**config.mk**
```make
export PLATFORM = sky130hd
export DESIGN_NAME = ext_irq_fabric
export DESIGN_NICKNAME = d
export VERILOG_FILES = /design/src/design/irq_fabric_pkg.sv /design/src/design/ext_irq_fabric.sv
export SDC_FILE = /design/constraint.sdc
export NUM_CORES = 1
export LEC_CHECK = 0
export BUFFER_PORTS_ARGS = -buffer_cell sky130_fd_sc_hd__buf_2
export CAP_MARGIN = 20
export CELL_PAD_IN_SITES_DETAIL_PLACEMENT = 0
export CELL_PAD_IN_SITES_GLOBAL_PLACEMENT = 1
export CORE_MARGIN = 3
export CORE_UTILIZATION = 47
export CTS_BUF_LIST = sky130_fd_sc_hd__clkbuf_4 sky130_fd_sc_hd__clkbuf_8
export CTS_CLUSTER_SIZE = 10
export DETAILED_ROUTE_END_ITERATION = 12
export HOLD_SLACK_MARGIN = 0.03
export PLACE_DENSITY_LB_ADDON = 0.1
export SLEW_MARGIN = 5
export SYNTH_ARGS = -nofsm -noshare
export SYNTH_HDL_FRONTEND = slang
export SYNTH_SLANG_ARGS = --single-unit
export TNS_END_PERCENT = 100
```
**constraint.sdc**
```tcl
create_clock -name sys_clk -period 2.7 [get_ports sys_clk]
set_input_delay 0.135 -clock sys_clk [delete_from_list [all_inputs] [get_ports sys_clk]]
set_output_delay 0.135 -clock sys_clk [all_outputs]
set_load 0.05 [all_outputs]
```
**src/design/irq_fabric_pkg.sv**
```systemverilog
// Shared constants and state type for the external interrupt fabric
package irq_fabric_pkg;

    // Register addresses (SFR space below 0x100, external space above)
    localparam logic [15:0] ADDR_TIMER_CTL   = 16'h0088;
    localparam logic [15:0] ADDR_SER1_EN     = 16'h009A;
    localparam logic [15:0] ADDR_FIRST_EN    = 16'h00A8;
    localparam logic [15:0] ADDR_EXT_EN      = 16'h00B8;
    localparam logic [15:0] ADDR_EXT_REQ     = 16'h00C0;
    localparam logic [15:0] ADDR_EXT_POL     = 16'h00C8;
    localparam logic [15:0] ADDR_SUB_FLAG    = 16'h00E8;
    localparam logic [15:0] ADDR_XFER_TICK   = 16'h2002;
    localparam logic [15:0] ADDR_COL_PLL     = 16'h2007;
    localparam logic [15:0] ADDR_WD_SER_EN   = 16'h20B0;
    localparam logic [15:0] ADDR_WD_SER_FLAG = 16'h20B1;

    // Implemented bits per register; the rest read as zero
    localparam logic [7:0] MASK_TIMER_CTL = 8'hFF;
    localparam logic [7:0] MASK_SER1_EN   = 8'h01;
    localparam logic [7:0] MASK_FIRST_EN  = 8'hDF;
    localparam logic [7:0] MASK_EXT_EN    = 8'h3E;
    localparam logic [7:0] MASK_EXT_REQ   = 8'h3E;
    localparam logic [7:0] MASK_EXT_POL   = 8'h60;
    localparam logic [7:0] MASK_XFER_TICK = 8'h03;
    localparam logic [7:0] MASK_COL_PLL   = 8'h30;
    localparam logic [7:0] MASK_WD_SER    = 8'h11;

    // Reset value shared by every register
    localparam logic [7:0] RESET_REG = 8'h00;

    // First enable register fields
    localparam int FE_GLOBAL = 7;
    localparam int FE_SER0   = 4;
    localparam int FE_TIMER1 = 3;
    localparam int FE_EXT1   = 2;
    localparam int FE_TIMER0 = 1;
    localparam int FE_EXT0   = 0;

    // Timer / external control fields
    localparam int TC_T1_OVF  = 7;
    localparam int TC_T0_OVF  = 5;
    localparam int TC_EXT1_FL = 3;
    localparam int TC_EXT1_TY = 2;
    localparam int TC_EXT0_FL = 1;
    localparam int TC_EXT0_TY = 0;

    // Polarity fields, serial 1 enable
    localparam int POL_EXT3 = 6;
    localparam int POL_EXT2 = 5;
    localparam int SER1_EN  = 0;

    // Shared sub-source flag positions
    localparam int SF_XFER = 0;
    localparam int SF_TICK = 1;
    localparam int SF_COL1 = 2;
    localparam int SF_COL0 = 3;
    localparam int SF_PB   = 4;
    localparam int SF_WAKE = 5;
    localparam int SF_PLLR = 6;
    localparam int SF_PLLF = 7;

    // Sub-source enable positions
    localparam int EN_XFER = 0;
    localparam int EN_TICK = 1;
    localparam int EN_COL  = 4;
    localparam int EN_PLL  = 5;
    localparam int WS_WDOG = 0;
    localparam int WS_SPI  = 4;

    // Whole state of the fabric
    typedef struct packed {
        logic [2:0] sync1;
        logic [2:0] sync2;
        logic [2:0] pin_d;
        logic [7:0] first_en;
        logic [7:0] ser1_en;
        logic [7:0] timer_ctl;
        logic [7:0] ext_en;
        logic [7:0] ext_req;
        logic [7:0] ext_pol;
        logic [7:0] sub_flag;
        logic [7:0] xfer_tick_en;
        logic [7:0] col_pll_en;
        logic [7:0] wd_ser_en;
        logic [7:0] wd_ser_flag;
        logic       grp2_d;
        logic       ce_d;
        logic       grp4_d;
        logic       ee_d;
        logic       grp6_d;
        logic       xfer_d;
        logic       pll_d;
        logic       wake_d;
        logic [7:0] rdata;
    } fabric_state_t;

endpackage : irq_fabric_pkg

```
**src/design/ext_irq_fabric.sv**
```systemverilog
// Interrupt enable, flag and polarity fabric between core and event sources
`timescale 1ns/1ps

// Functional notes
// - Enable register bits 1..5 enable external interrupts 2..6; zero blocks.
// - Second enable register bit 0 gates serial channel 1 interrupt.
// - Type bits 0 and 2: zero low level, one falling edge for ext 0/1.
// - Timer control holds timer1, timer0, ext1, ext0 flags at bits 7,5,3,1.
// - Polarity bits 6 and 5 pick falling or rising edge for ext 3 and 2.
// - Request register bits 1..5 latch ext 2..6 until cleared.
// - Timer overflow flags clear on the core's active-high service acknowledge.
// - Sources route: collision/serial-slave, compute busy, PLL, EEPROM, transfer/tick/watchdog.
// - Interrupt 5 feed and the transfer-busy sub-source are inverted so falling edges take effect.
// - Ext 0/1 flags and ext 2..6 requests clear when the core vectors.
// - Sub-source flags clear only by writing zero, bar the watchdog flag on wake fall; ones leave them alone.
// - Shared flag byte: transfer, tick, collision1, collision0, button, wake, PLL rise/fall.
// - Transfer and tick enables bits 0,1; collision bit 4, PLL bit 5.
// - Watchdog enable/flag bit 0, serial-slave bit 4, of paired bytes.
// - Sub-source needs its own enable and the group enable to interrupt.
// - Wake and button flags set on wake cause; button also sets while awake.
// - Watchdog near-overflow flag sets early, clears on zero write or wake fall.
// - A compute-engine clash with a flash write raises a collision event.
// - Ext 0/1 are fed from high and low priority digital I/O maps.
// - Global enable bit 7 of the first enable register blocks every interrupt.
module ext_irq_fabric (
    input  wire logic        sys_clk,
    input  wire logic        resetn,
    input  wire logic [15:0] reg_addr,
    input  wire logic        reg_wr,
    input  wire logic        reg_rd,
    input  wire logic [7:0]  reg_wdata,
    output logic      [7:0]  reg_rdata,
    input  wire logic        dio_high_prio_in,
    input  wire logic        dio_low_prio_in,
    input  wire logic        push_button,
    input  wire logic        timed_wakeup,
    input  wire logic        wake,
    input  wire logic        flash_collision_zero,
    input  wire logic        flash_collision_one,
    input  wire logic        serial_slave_event,
    input  wire logic        ce_busy,
    input  wire logic        pll_lock,
    input  wire logic        eeprom_busy,
    input  wire logic        transfer_busy,
    input  wire logic        one_second_tick,
    input  wire logic        watchdog_near_overflow,
    input  wire logic        timer0_overflow,
    input  wire logic        timer1_overflow,
    input  wire logic        serial0_request,
    input  wire logic        serial1_request,
    input  wire logic        timer0_service_ack,
    input  wire logic        timer1_service_ack,
    input  wire logic [6:0]  ext_vector_ack,
    output logic      [6:0]  ext_irq,
    output logic             timer0_irq,
    output logic             timer1_irq,
    output logic             serial0_irq,
    output logic             serial1_irq
);

    irq_fabric_pkg::fabric_state_t st_r;
    irq_fabric_pkg::fabric_state_t st_nxt;

    logic       grp2;
    logic       grp4;
    logic       grp6;
    logic       ext2_set;
    logic       ext3_set;
    logic       ext4_set;
    logic       ext5_set;
    logic       ext6_set;
    logic       ext0_set;
    logic       ext1_set;
    logic [7:0] sub_set;
    logic [7:0] wd_set;
    logic       gie;

    // Edge of a level, direction chosen by rising
    function automatic logic edge_of(input logic cur, input logic prev, input logic rising);
        edge_of = rising ? (cur & ~prev) : (~cur & prev);
    endfunction : edge_of

    // Write-zero-to-clear; written ones and hardware sets never clear
    function automatic logic [7:0] zero_clear(input logic [7:0] flags, input logic wr,
                                              input logic [7:0] wdata, input logic [7:0] set);
        zero_clear = (wr ? (flags & wdata) : flags) | set;
    endfunction : zero_clear

    // Plain masked register write
    function automatic logic [7:0] masked_wr(input logic [7:0] old, input logic wr,
                                             input logic [7:0] wdata, input logic [7:0] mask);
        masked_wr = wr ? (wdata & mask) : old;
    endfunction : masked_wr

    // Register read decode, unmapped addresses read zero
    function automatic logic [7:0] read_mux(input irq_fabric_pkg::fabric_state_t s,
                                            input logic [15:0] a);
        case (a)
            irq_fabric_pkg::ADDR_TIMER_CTL:   read_mux = s.timer_ctl;
            irq_fabric_pkg::ADDR_SER1_EN:     read_mux = s.ser1_en;
            irq_fabric_pkg::ADDR_FIRST_EN:    read_mux = s.first_en;
            irq_fabric_pkg::ADDR_EXT_EN:      read_mux = s.ext_en;
            irq_fabric_pkg::ADDR_EXT_REQ:     read_mux = s.ext_req;
            irq_fabric_pkg::ADDR_EXT_POL:     read_mux = s.ext_pol;
            irq_fabric_pkg::ADDR_SUB_FLAG:    read_mux = s.sub_flag;
            irq_fabric_pkg::ADDR_XFER_TICK:   read_mux = s.xfer_tick_en;
            irq_fabric_pkg::ADDR_COL_PLL:     read_mux = s.col_pll_en;
            irq_fabric_pkg::ADDR_WD_SER_EN:   read_mux = s.wd_ser_en;
            irq_fabric_pkg::ADDR_WD_SER_FLAG: read_mux = s.wd_ser_flag;
            default:                          read_mux = 8'h00;
        endcase
    endfunction : read_mux

    // Group requests: enabled sub-flags ORed, then edge detected below
    always_comb
    begin
        grp2 = (st_r.sub_flag[irq_fabric_pkg::SF_COL0]
                & st_r.col_pll_en[irq_fabric_pkg::EN_COL])
             | (st_r.sub_flag[irq_fabric_pkg::SF_COL1]
                & st_r.col_pll_en[irq_fabric_pkg::EN_COL])
             | (st_r.wd_ser_flag[irq_fabric_pkg::WS_SPI]
                & st_r.wd_ser_en[irq_fabric_pkg::WS_SPI]);
        grp4 = (st_r.sub_flag[irq_fabric_pkg::SF_PLLR]
                | st_r.sub_flag[irq_fabric_pkg::SF_PLLF])
             & st_r.col_pll_en[irq_fabric_pkg::EN_PLL];
        grp6 = (st_r.sub_flag[irq_fabric_pkg::SF_XFER]
                & st_r.xfer_tick_en[irq_fabric_pkg::EN_XFER])
             | (st_r.sub_flag[irq_fabric_pkg::SF_TICK]
                & st_r.xfer_tick_en[irq_fabric_pkg::EN_TICK])
             | (st_r.wd_ser_flag[irq_fabric_pkg::WS_WDOG]
                & st_r.wd_ser_en[irq_fabric_pkg::WS_WDOG]);
    end

    // Set events; each flag's set wins over a clear in the same cycle
    always_comb
    begin
        ext2_set = edge_of(grp2, st_r.grp2_d, st_r.ext_pol[irq_fabric_pkg::POL_EXT2]);
        ext3_set = edge_of(ce_busy, st_r.ce_d, st_r.ext_pol[irq_fabric_pkg::POL_EXT3]);
        ext4_set = edge_of(grp4, st_r.grp4_d, 1'b1);
        // Inverted feeds seen rising by the core, i.e. falling edges
        ext5_set = edge_of(~eeprom_busy, ~st_r.ee_d, 1'b1);
        ext6_set = edge_of(grp6, st_r.grp6_d, 1'b1);
        // Low level keeps setting; edge mode catches falling only
        ext0_set = st_r.timer_ctl[irq_fabric_pkg::TC_EXT0_TY]
                 ? edge_of(st_r.sync2[0], st_r.pin_d[0], 1'b0)
                 : ~st_r.sync2[0];
        ext1_set = st_r.timer_ctl[irq_fabric_pkg::TC_EXT1_TY]
                 ? edge_of(st_r.sync2[1], st_r.pin_d[1], 1'b0)
                 : ~st_r.sync2[1];
        sub_set = 8'h00;
        sub_set[irq_fabric_pkg::SF_XFER] = edge_of(~transfer_busy, ~st_r.xfer_d, 1'b1);
        sub_set[irq_fabric_pkg::SF_TICK] = one_second_tick;
        sub_set[irq_fabric_pkg::SF_COL1] = flash_collision_one;
        sub_set[irq_fabric_pkg::SF_COL0] = flash_collision_zero;
        sub_set[irq_fabric_pkg::SF_PB]   = edge_of(st_r.sync2[2], st_r.pin_d[2], 1'b1);
        sub_set[irq_fabric_pkg::SF_WAKE] = timed_wakeup;
        sub_set[irq_fabric_pkg::SF_PLLR] = edge_of(pll_lock, st_r.pll_d, 1'b1);
        sub_set[irq_fabric_pkg::SF_PLLF] = edge_of(pll_lock, st_r.pll_d, 1'b0);
        wd_set = 8'h00;
        wd_set[irq_fabric_pkg::WS_WDOG] = watchdog_near_overflow;
        wd_set[irq_fabric_pkg::WS_SPI]  = serial_slave_event;
    end

    // Next state: synchronisers, registers, flags and edge history
    always_comb
    begin
        logic       wr;
        logic [7:0] tc;
        logic [7:0] rq;
        wr = reg_wr;
        tc = 8'h00;
        rq = 8'h00;
        st_nxt = st_r;
        // Pins pass two stages; only stage two is read by logic
        st_nxt.sync1 = {push_button, dio_low_prio_in, dio_high_prio_in};
        st_nxt.sync2 = st_r.sync1;
        st_nxt.pin_d = st_r.sync2;
        st_nxt.first_en = masked_wr(st_r.first_en, wr && reg_addr == irq_fabric_pkg::ADDR_FIRST_EN,
                                    reg_wdata, irq_fabric_pkg::MASK_FIRST_EN);
        st_nxt.ser1_en = masked_wr(st_r.ser1_en, wr && reg_addr == irq_fabric_pkg::ADDR_SER1_EN,
                                   reg_wdata, irq_fabric_pkg::MASK_SER1_EN);
        st_nxt.ext_en = masked_wr(st_r.ext_en, wr && reg_addr == irq_fabric_pkg::ADDR_EXT_EN,
                                  reg_wdata, irq_fabric_pkg::MASK_EXT_EN);
        st_nxt.ext_pol = masked_wr(st_r.ext_pol, wr && reg_addr == irq_fabric_pkg::ADDR_EXT_POL,
                                   reg_wdata, irq_fabric_pkg::MASK_EXT_POL);
        st_nxt.xfer_tick_en = masked_wr(st_r.xfer_tick_en,
                                        wr && reg_addr == irq_fabric_pkg::ADDR_XFER_TICK,
                                        reg_wdata, irq_fabric_pkg::MASK_XFER_TICK);
        st_nxt.col_pll_en = masked_wr(st_r.col_pll_en,
                                      wr && reg_addr == irq_fabric_pkg::ADDR_COL_PLL,
                                      reg_wdata, irq_fabric_pkg::MASK_COL_PLL);
        st_nxt.wd_ser_en = masked_wr(st_r.wd_ser_en,
                                     wr && reg_addr == irq_fabric_pkg::ADDR_WD_SER_EN,
                                     reg_wdata, irq_fabric_pkg::MASK_WD_SER);
        // Timer control: software write, then acks clear, then sets win
        tc = masked_wr(st_r.timer_ctl, wr && reg_addr == irq_fabric_pkg::ADDR_TIMER_CTL,
                       reg_wdata, irq_fabric_pkg::MASK_TIMER_CTL);
        if (timer0_service_ack)
            tc[irq_fabric_pkg::TC_T0_OVF] = 1'b0;
        if (timer1_service_ack)
            tc[irq_fabric_pkg::TC_T1_OVF] = 1'b0;
        if (ext_vector_ack[0])
            tc[irq_fabric_pkg::TC_EXT0_FL] = 1'b0;
        if (ext_vector_ack[1])
            tc[irq_fabric_pkg::TC_EXT1_FL] = 1'b0;
        tc[irq_fabric_pkg::TC_T0_OVF]  = tc[irq_fabric_pkg::TC_T0_OVF] | timer0_overflow;
        tc[irq_fabric_pkg::TC_T1_OVF]  = tc[irq_fabric_pkg::TC_T1_OVF] | timer1_overflow;
        tc[irq_fabric_pkg::TC_EXT0_FL] = tc[irq_fabric_pkg::TC_EXT0_FL] | ext0_set;
        tc[irq_fabric_pkg::TC_EXT1_FL] = tc[irq_fabric_pkg::TC_EXT1_FL] | ext1_set;
        st_nxt.timer_ctl = tc;
        // Request register: vector acks clear, edge sets win
        rq = masked_wr(st_r.ext_req, wr && reg_addr == irq_fabric_pkg::ADDR_EXT_REQ,
                       reg_wdata, irq_fabric_pkg::MASK_EXT_REQ);
        rq[5:1] = rq[5:1] & ~ext_vector_ack[6:2];
        rq[5:1] = rq[5:1] | {ext6_set, ext5_set, ext4_set, ext3_set, ext2_set};
        st_nxt.ext_req = rq;
        // Sub-source flags ignore written ones
        st_nxt.sub_flag = zero_clear(st_r.sub_flag,
                                     wr && reg_addr == irq_fabric_pkg::ADDR_SUB_FLAG,
                                     reg_wdata, sub_set);
        st_nxt.wd_ser_flag = zero_clear(st_r.wd_ser_flag,
                                        wr && reg_addr == irq_fabric_pkg::ADDR_WD_SER_FLAG,
                                        reg_wdata | ~irq_fabric_pkg::MASK_WD_SER, 8'h00)
                             & irq_fabric_pkg::MASK_WD_SER;
        if (edge_of(wake, st_r.wake_d, 1'b0))
            st_nxt.wd_ser_flag[irq_fabric_pkg::WS_WDOG] = 1'b0;
        st_nxt.wd_ser_flag = st_nxt.wd_ser_flag | wd_set;
        st_nxt.grp2_d = grp2;
        st_nxt.ce_d   = ce_busy;
        st_nxt.grp4_d = grp4;
        st_nxt.ee_d   = eeprom_busy;
        st_nxt.grp6_d = grp6;
        st_nxt.xfer_d = transfer_busy;
        st_nxt.pll_d  = pll_lock;
        st_nxt.wake_d = wake;
        // Read data is captured, so it stays valid after the strobe drops
        if (reg_rd)
            st_nxt.rdata = read_mux(st_r, reg_addr);
    end

    // One register bank for the whole state
    always_ff @(posedge sys_clk or negedge resetn)
    begin
        if (!resetn)
        begin
            // Pin stages start at the idle level so no false low or edge follows reset
            st_r       <= '0;
            st_r.sync1 <= 3'h3;
            st_r.sync2 <= 3'h3;
            st_r.pin_d <= 3'h3;
        end
        else
            st_r <= st_nxt;
    end

    // Requests to the core, all gated by the global enable
    always_comb
    begin
        gie = st_r.first_en[irq_fabric_pkg::FE_GLOBAL];
        ext_irq[0]  = gie & st_r.first_en[irq_fabric_pkg::FE_EXT0]
                    & st_r.timer_ctl[irq_fabric_pkg::TC_EXT0_FL];
        ext_irq[1]  = gie & st_r.first_en[irq_fabric_pkg::FE_EXT1]
                    & st_r.timer_ctl[irq_fabric_pkg::TC_EXT1_FL];
        ext_irq[6:2] = {5{gie}} & st_r.ext_en[5:1] & st_r.ext_req[5:1];
        timer0_irq  = gie & st_r.first_en[irq_fabric_pkg::FE_TIMER0]
                    & st_r.timer_ctl[irq_fabric_pkg::TC_T0_OVF];
        timer1_irq  = gie & st_r.first_en[irq_fabric_pkg::FE_TIMER1]
                    & st_r.timer_ctl[irq_fabric_pkg::TC_T1_OVF];
        serial0_irq = gie & st_r.first_en[irq_fabric_pkg::FE_SER0] & serial0_request;
        serial1_irq = gie & st_r.ser1_en[irq_fabric_pkg::SER1_EN] & serial1_request;
    end

    assign reg_rdata = st_r.rdata;
endmodule : ext_irq_fabric

```
==> results.md <==
* Status: finished, final reports clean
* Max Clk Rate at 493 MHz
* Asr flop ratio synth at 1.00
* Post-Synth XOR/XNOR Area at 0
* CP max FO at 8
* Count of final setup violators at 0
* Die area at 0.00814 mm^2
* Global-route wire length before repair at 14.2 mm
* Initial Util at 0.488
* Synth Instances at 290
* Synth Net Count at 345
* Remaining DRCs at 0
* Synth Area in Compound Gates at 0.121
* Die W at 90.2 um
* RSZ-0062 raised after global routing: no
* Max-slew violations at 0
* Final cycle utilization of the critical path at 0.751
* Cell Rows at 30
* Reg2Reg Depth at 5
* Setup TNS at 0 ns
* Maximum Capacitance Violations at 0
* Final Skew at 0.00702 ns
* DRT Pass-1 Iters at 7
* Max VDD drop at 425 uV
* CTS tree: built
* Hpwl dp at 6.28 mm
* Number of synthesized flops with an enable pin at 0
* Commonest cells after routing, fill and taps aside: buf_2, dfrtp_1, dlygate4sd3_1, mux2_2
* Simple-gate share of the synthesized area at 0.185
* Via/cell ratio at 5.65
* WL met1 at 4.05 mm
* Final count of hold timing violations at 0
* Worst EP arrival at 2.26 ns
* Min-Delay Path Class: in2reg
* Design Power at 2.26 mW
* Diode count at 0
* Avg Inst Size Synth at 11.5 um^2
* Vias in the first global route at 2665
* Post-Synth Adder-Cell Area at 0
* Reg clk slew, reported paths at 0.07 ns
* CTS root buf: clkbuf_8
* DR iter-0 viols at 257
* Worst hold margin at 0.0490 ns
* NumNets Final at 438
* Vias at 2731
* Largest net degree at the start of global routing at 70
* GRT overflow at 0
* Initial antenna violation count at 0
* Pleak at 1.98 nW
* Yosys cell types at 47
* Clk_lat worst skew at 0.35 ns
* Worst EP required at 2.93 ns
* Post-CTS Repair Setup Buffers at 0
* Setup CP Type: in2reg
* Hold Path Stages at 2
* CTS buffer count at 9
* Layout cell share with drive strength beyond 1 at 0.341
* Synthesis warning total at 0
* Detail Route met2 WL at 3.96 mm
* Slew HR at 0.408
* Average wire per standard cell at 18.2 um
* Uppermost layer routed: met4
* Hold path start: reg_wdata[7]
* Minimum clock period at 2.03 ns
* Main combinational cell family by area after synthesis: simple AND/OR/NAND/NOR gates
* PwrDens at 537 mW/mm^2
* Met3 WL at 687 um
* Sink Count at 69
* Critical Path Sink Type: flip-flop
* Crit path from: reg_addr[9]
* I/O Pins at 74
* # resized after CTS at 0
* RD Place Congestion at 0.950
* Reg2reg start: st_r[61]$_DFFE_PN0P_
* CORE AREA at 0.00683 mm^2
* Critical path launch point type: primary input
* CTS H-tree lvls at 3
* Port bufs at 73
* Commonest non-fill, non-tap cell in the layout: buf_2
* Area growth syn-to-layout at 26.2%
* Routed wire length at 8.81 mm
* Primary FF master, synth: dfrtp_1
* Gr usage total at 0.224
* Worst slew pin tran at 0.889 ns
* Routed Antenna Nets at 0
* Die Ht at 90.2 um
* Multiplexer share of the synthesized area at 0.132
* Clk buf depth at 2
* Sequential share of the synthesized area at 0.520
* Synth Cell Area at 0.00334 mm^2
* FF+latch count, synth at 69
-- power breakdown --
| group | switching, mW | total, mW | internal (mW) |
|---|---|---|---|
| registers | 0.0146 | 1.08 | 1.06 |
| logic | 0.130 | 0.220 | 0.0894 |
| clock network | 0.421 | 0.965 | 0.544 |
| total | 0.566 | 2.26 | 1.70 |
-- critical path, cell delays in order --
cell and delay (ns):
buf_2 0.11, nor4_4 0.46, and4_2 0.38, nand3_2 0.30, mux2i_1 0.25, o21bai_1 0.07
dlygate4sd3_1 0.55
-- metal layers --
metal,track usage,vias to the layer above
li1,-,1256
met5,0,-
met3,0.0611,18
met4,0.0625,0
met2,0.332,130
met1,0.325,1327
-- kinds of logic (layout without fill, tap and decap cells) --
logic type      Yosys count  after routing
compound gates           59             59
mux                      38             38
simple gates             96             96
flops                    69             69
buf+inv                  28            125
-- cell type report --
cell class                      count  area [um^2]
Sequential cell                    69         1730
Inverter                           10         37.5
Tap cell                           96          120
Clock buffer                       10          138
Clock inverter                      5         83.8
Fill cell                         587         2620
Timing Repair Buffer              100          633
Multi-Input combinational cell    193         1460
-- Yosys cell counts (2+ instances only) --
cell       n  share of area
dfrtp_1   63           0.47
o21bai_1   2         0.0045
o22ai_1    7          0.013
a22oi_1    5          0.011
dfstp_2    6          0.047
nand3_1    6         0.0090
nor2b_1    6          0.011
o21ai_0   17          0.026
a22o_1     5          0.013
and3_1    11          0.021
mux2_2    19          0.064
nand3b_1   3         0.0068
and4b_1    2         0.0060
o221ai_2   2         0.0090
a21oi_1    7          0.011
inv_1     10          0.011
a222oi_1   3         0.0090
a31oi_1    5         0.0094
nor3_1     5         0.0075
buf_4      8          0.018
clkbuf_1   7         0.0079
nor4_4     2          0.013
buf_2      3         0.0045
and4_2     2         0.0060
nor3_4     2         0.0098
a221oi_1   3         0.0079
nand2_1   14          0.016
nand2b_1  10          0.019
nand4_1    5         0.0094
mux2_4     7          0.032
mux2i_1   11          0.033
nor2_1    17          0.019
-- through the flow --
step                 util  instance area, um^2  setup slack [ns]  cells
floorplan               -                 3340              1.07    290
global placement    0.546                 3730             0.768    442
detailed placement  0.546                 3730             0.714    442
CTS                 0.616                 4210             0.682    483
global route        0.616                 4210             0.515    483
finish              0.616                 4210             0.673    483
-- registers in the layout, indices dropped and copies added (netlist names) --
name and flops:
st_r 54, reg_rdata 8, st_nxt 6, gie 1
-- worst paths after layout --
kind | end | slack, ns
setup / recovery | st_r[87]$_DFF_PN0_ | 0.67
hold / removal | gie$_DFFE_PN0P_ | 0.05
setup reg to reg | reg_rdata[5]$_DFFE_PN0P_ | 1.20
hold reg to reg | st_nxt[106]$_DFF_PN0_ | 0.35
max in group asynchronous | st_r[65]$_DFF_PN0_ | 1.59
min in group asynchronous | st_r[55]$_DFF_PN0_ | 0.53
-- timing repair --
action / CTS / global route
setup endpoints to repair: 0 / 0
hold buffers: 26 / 0
endpoints found under the hold margin: 81 / 0
No activity file was read; power rests on OpenSTA's default activity.
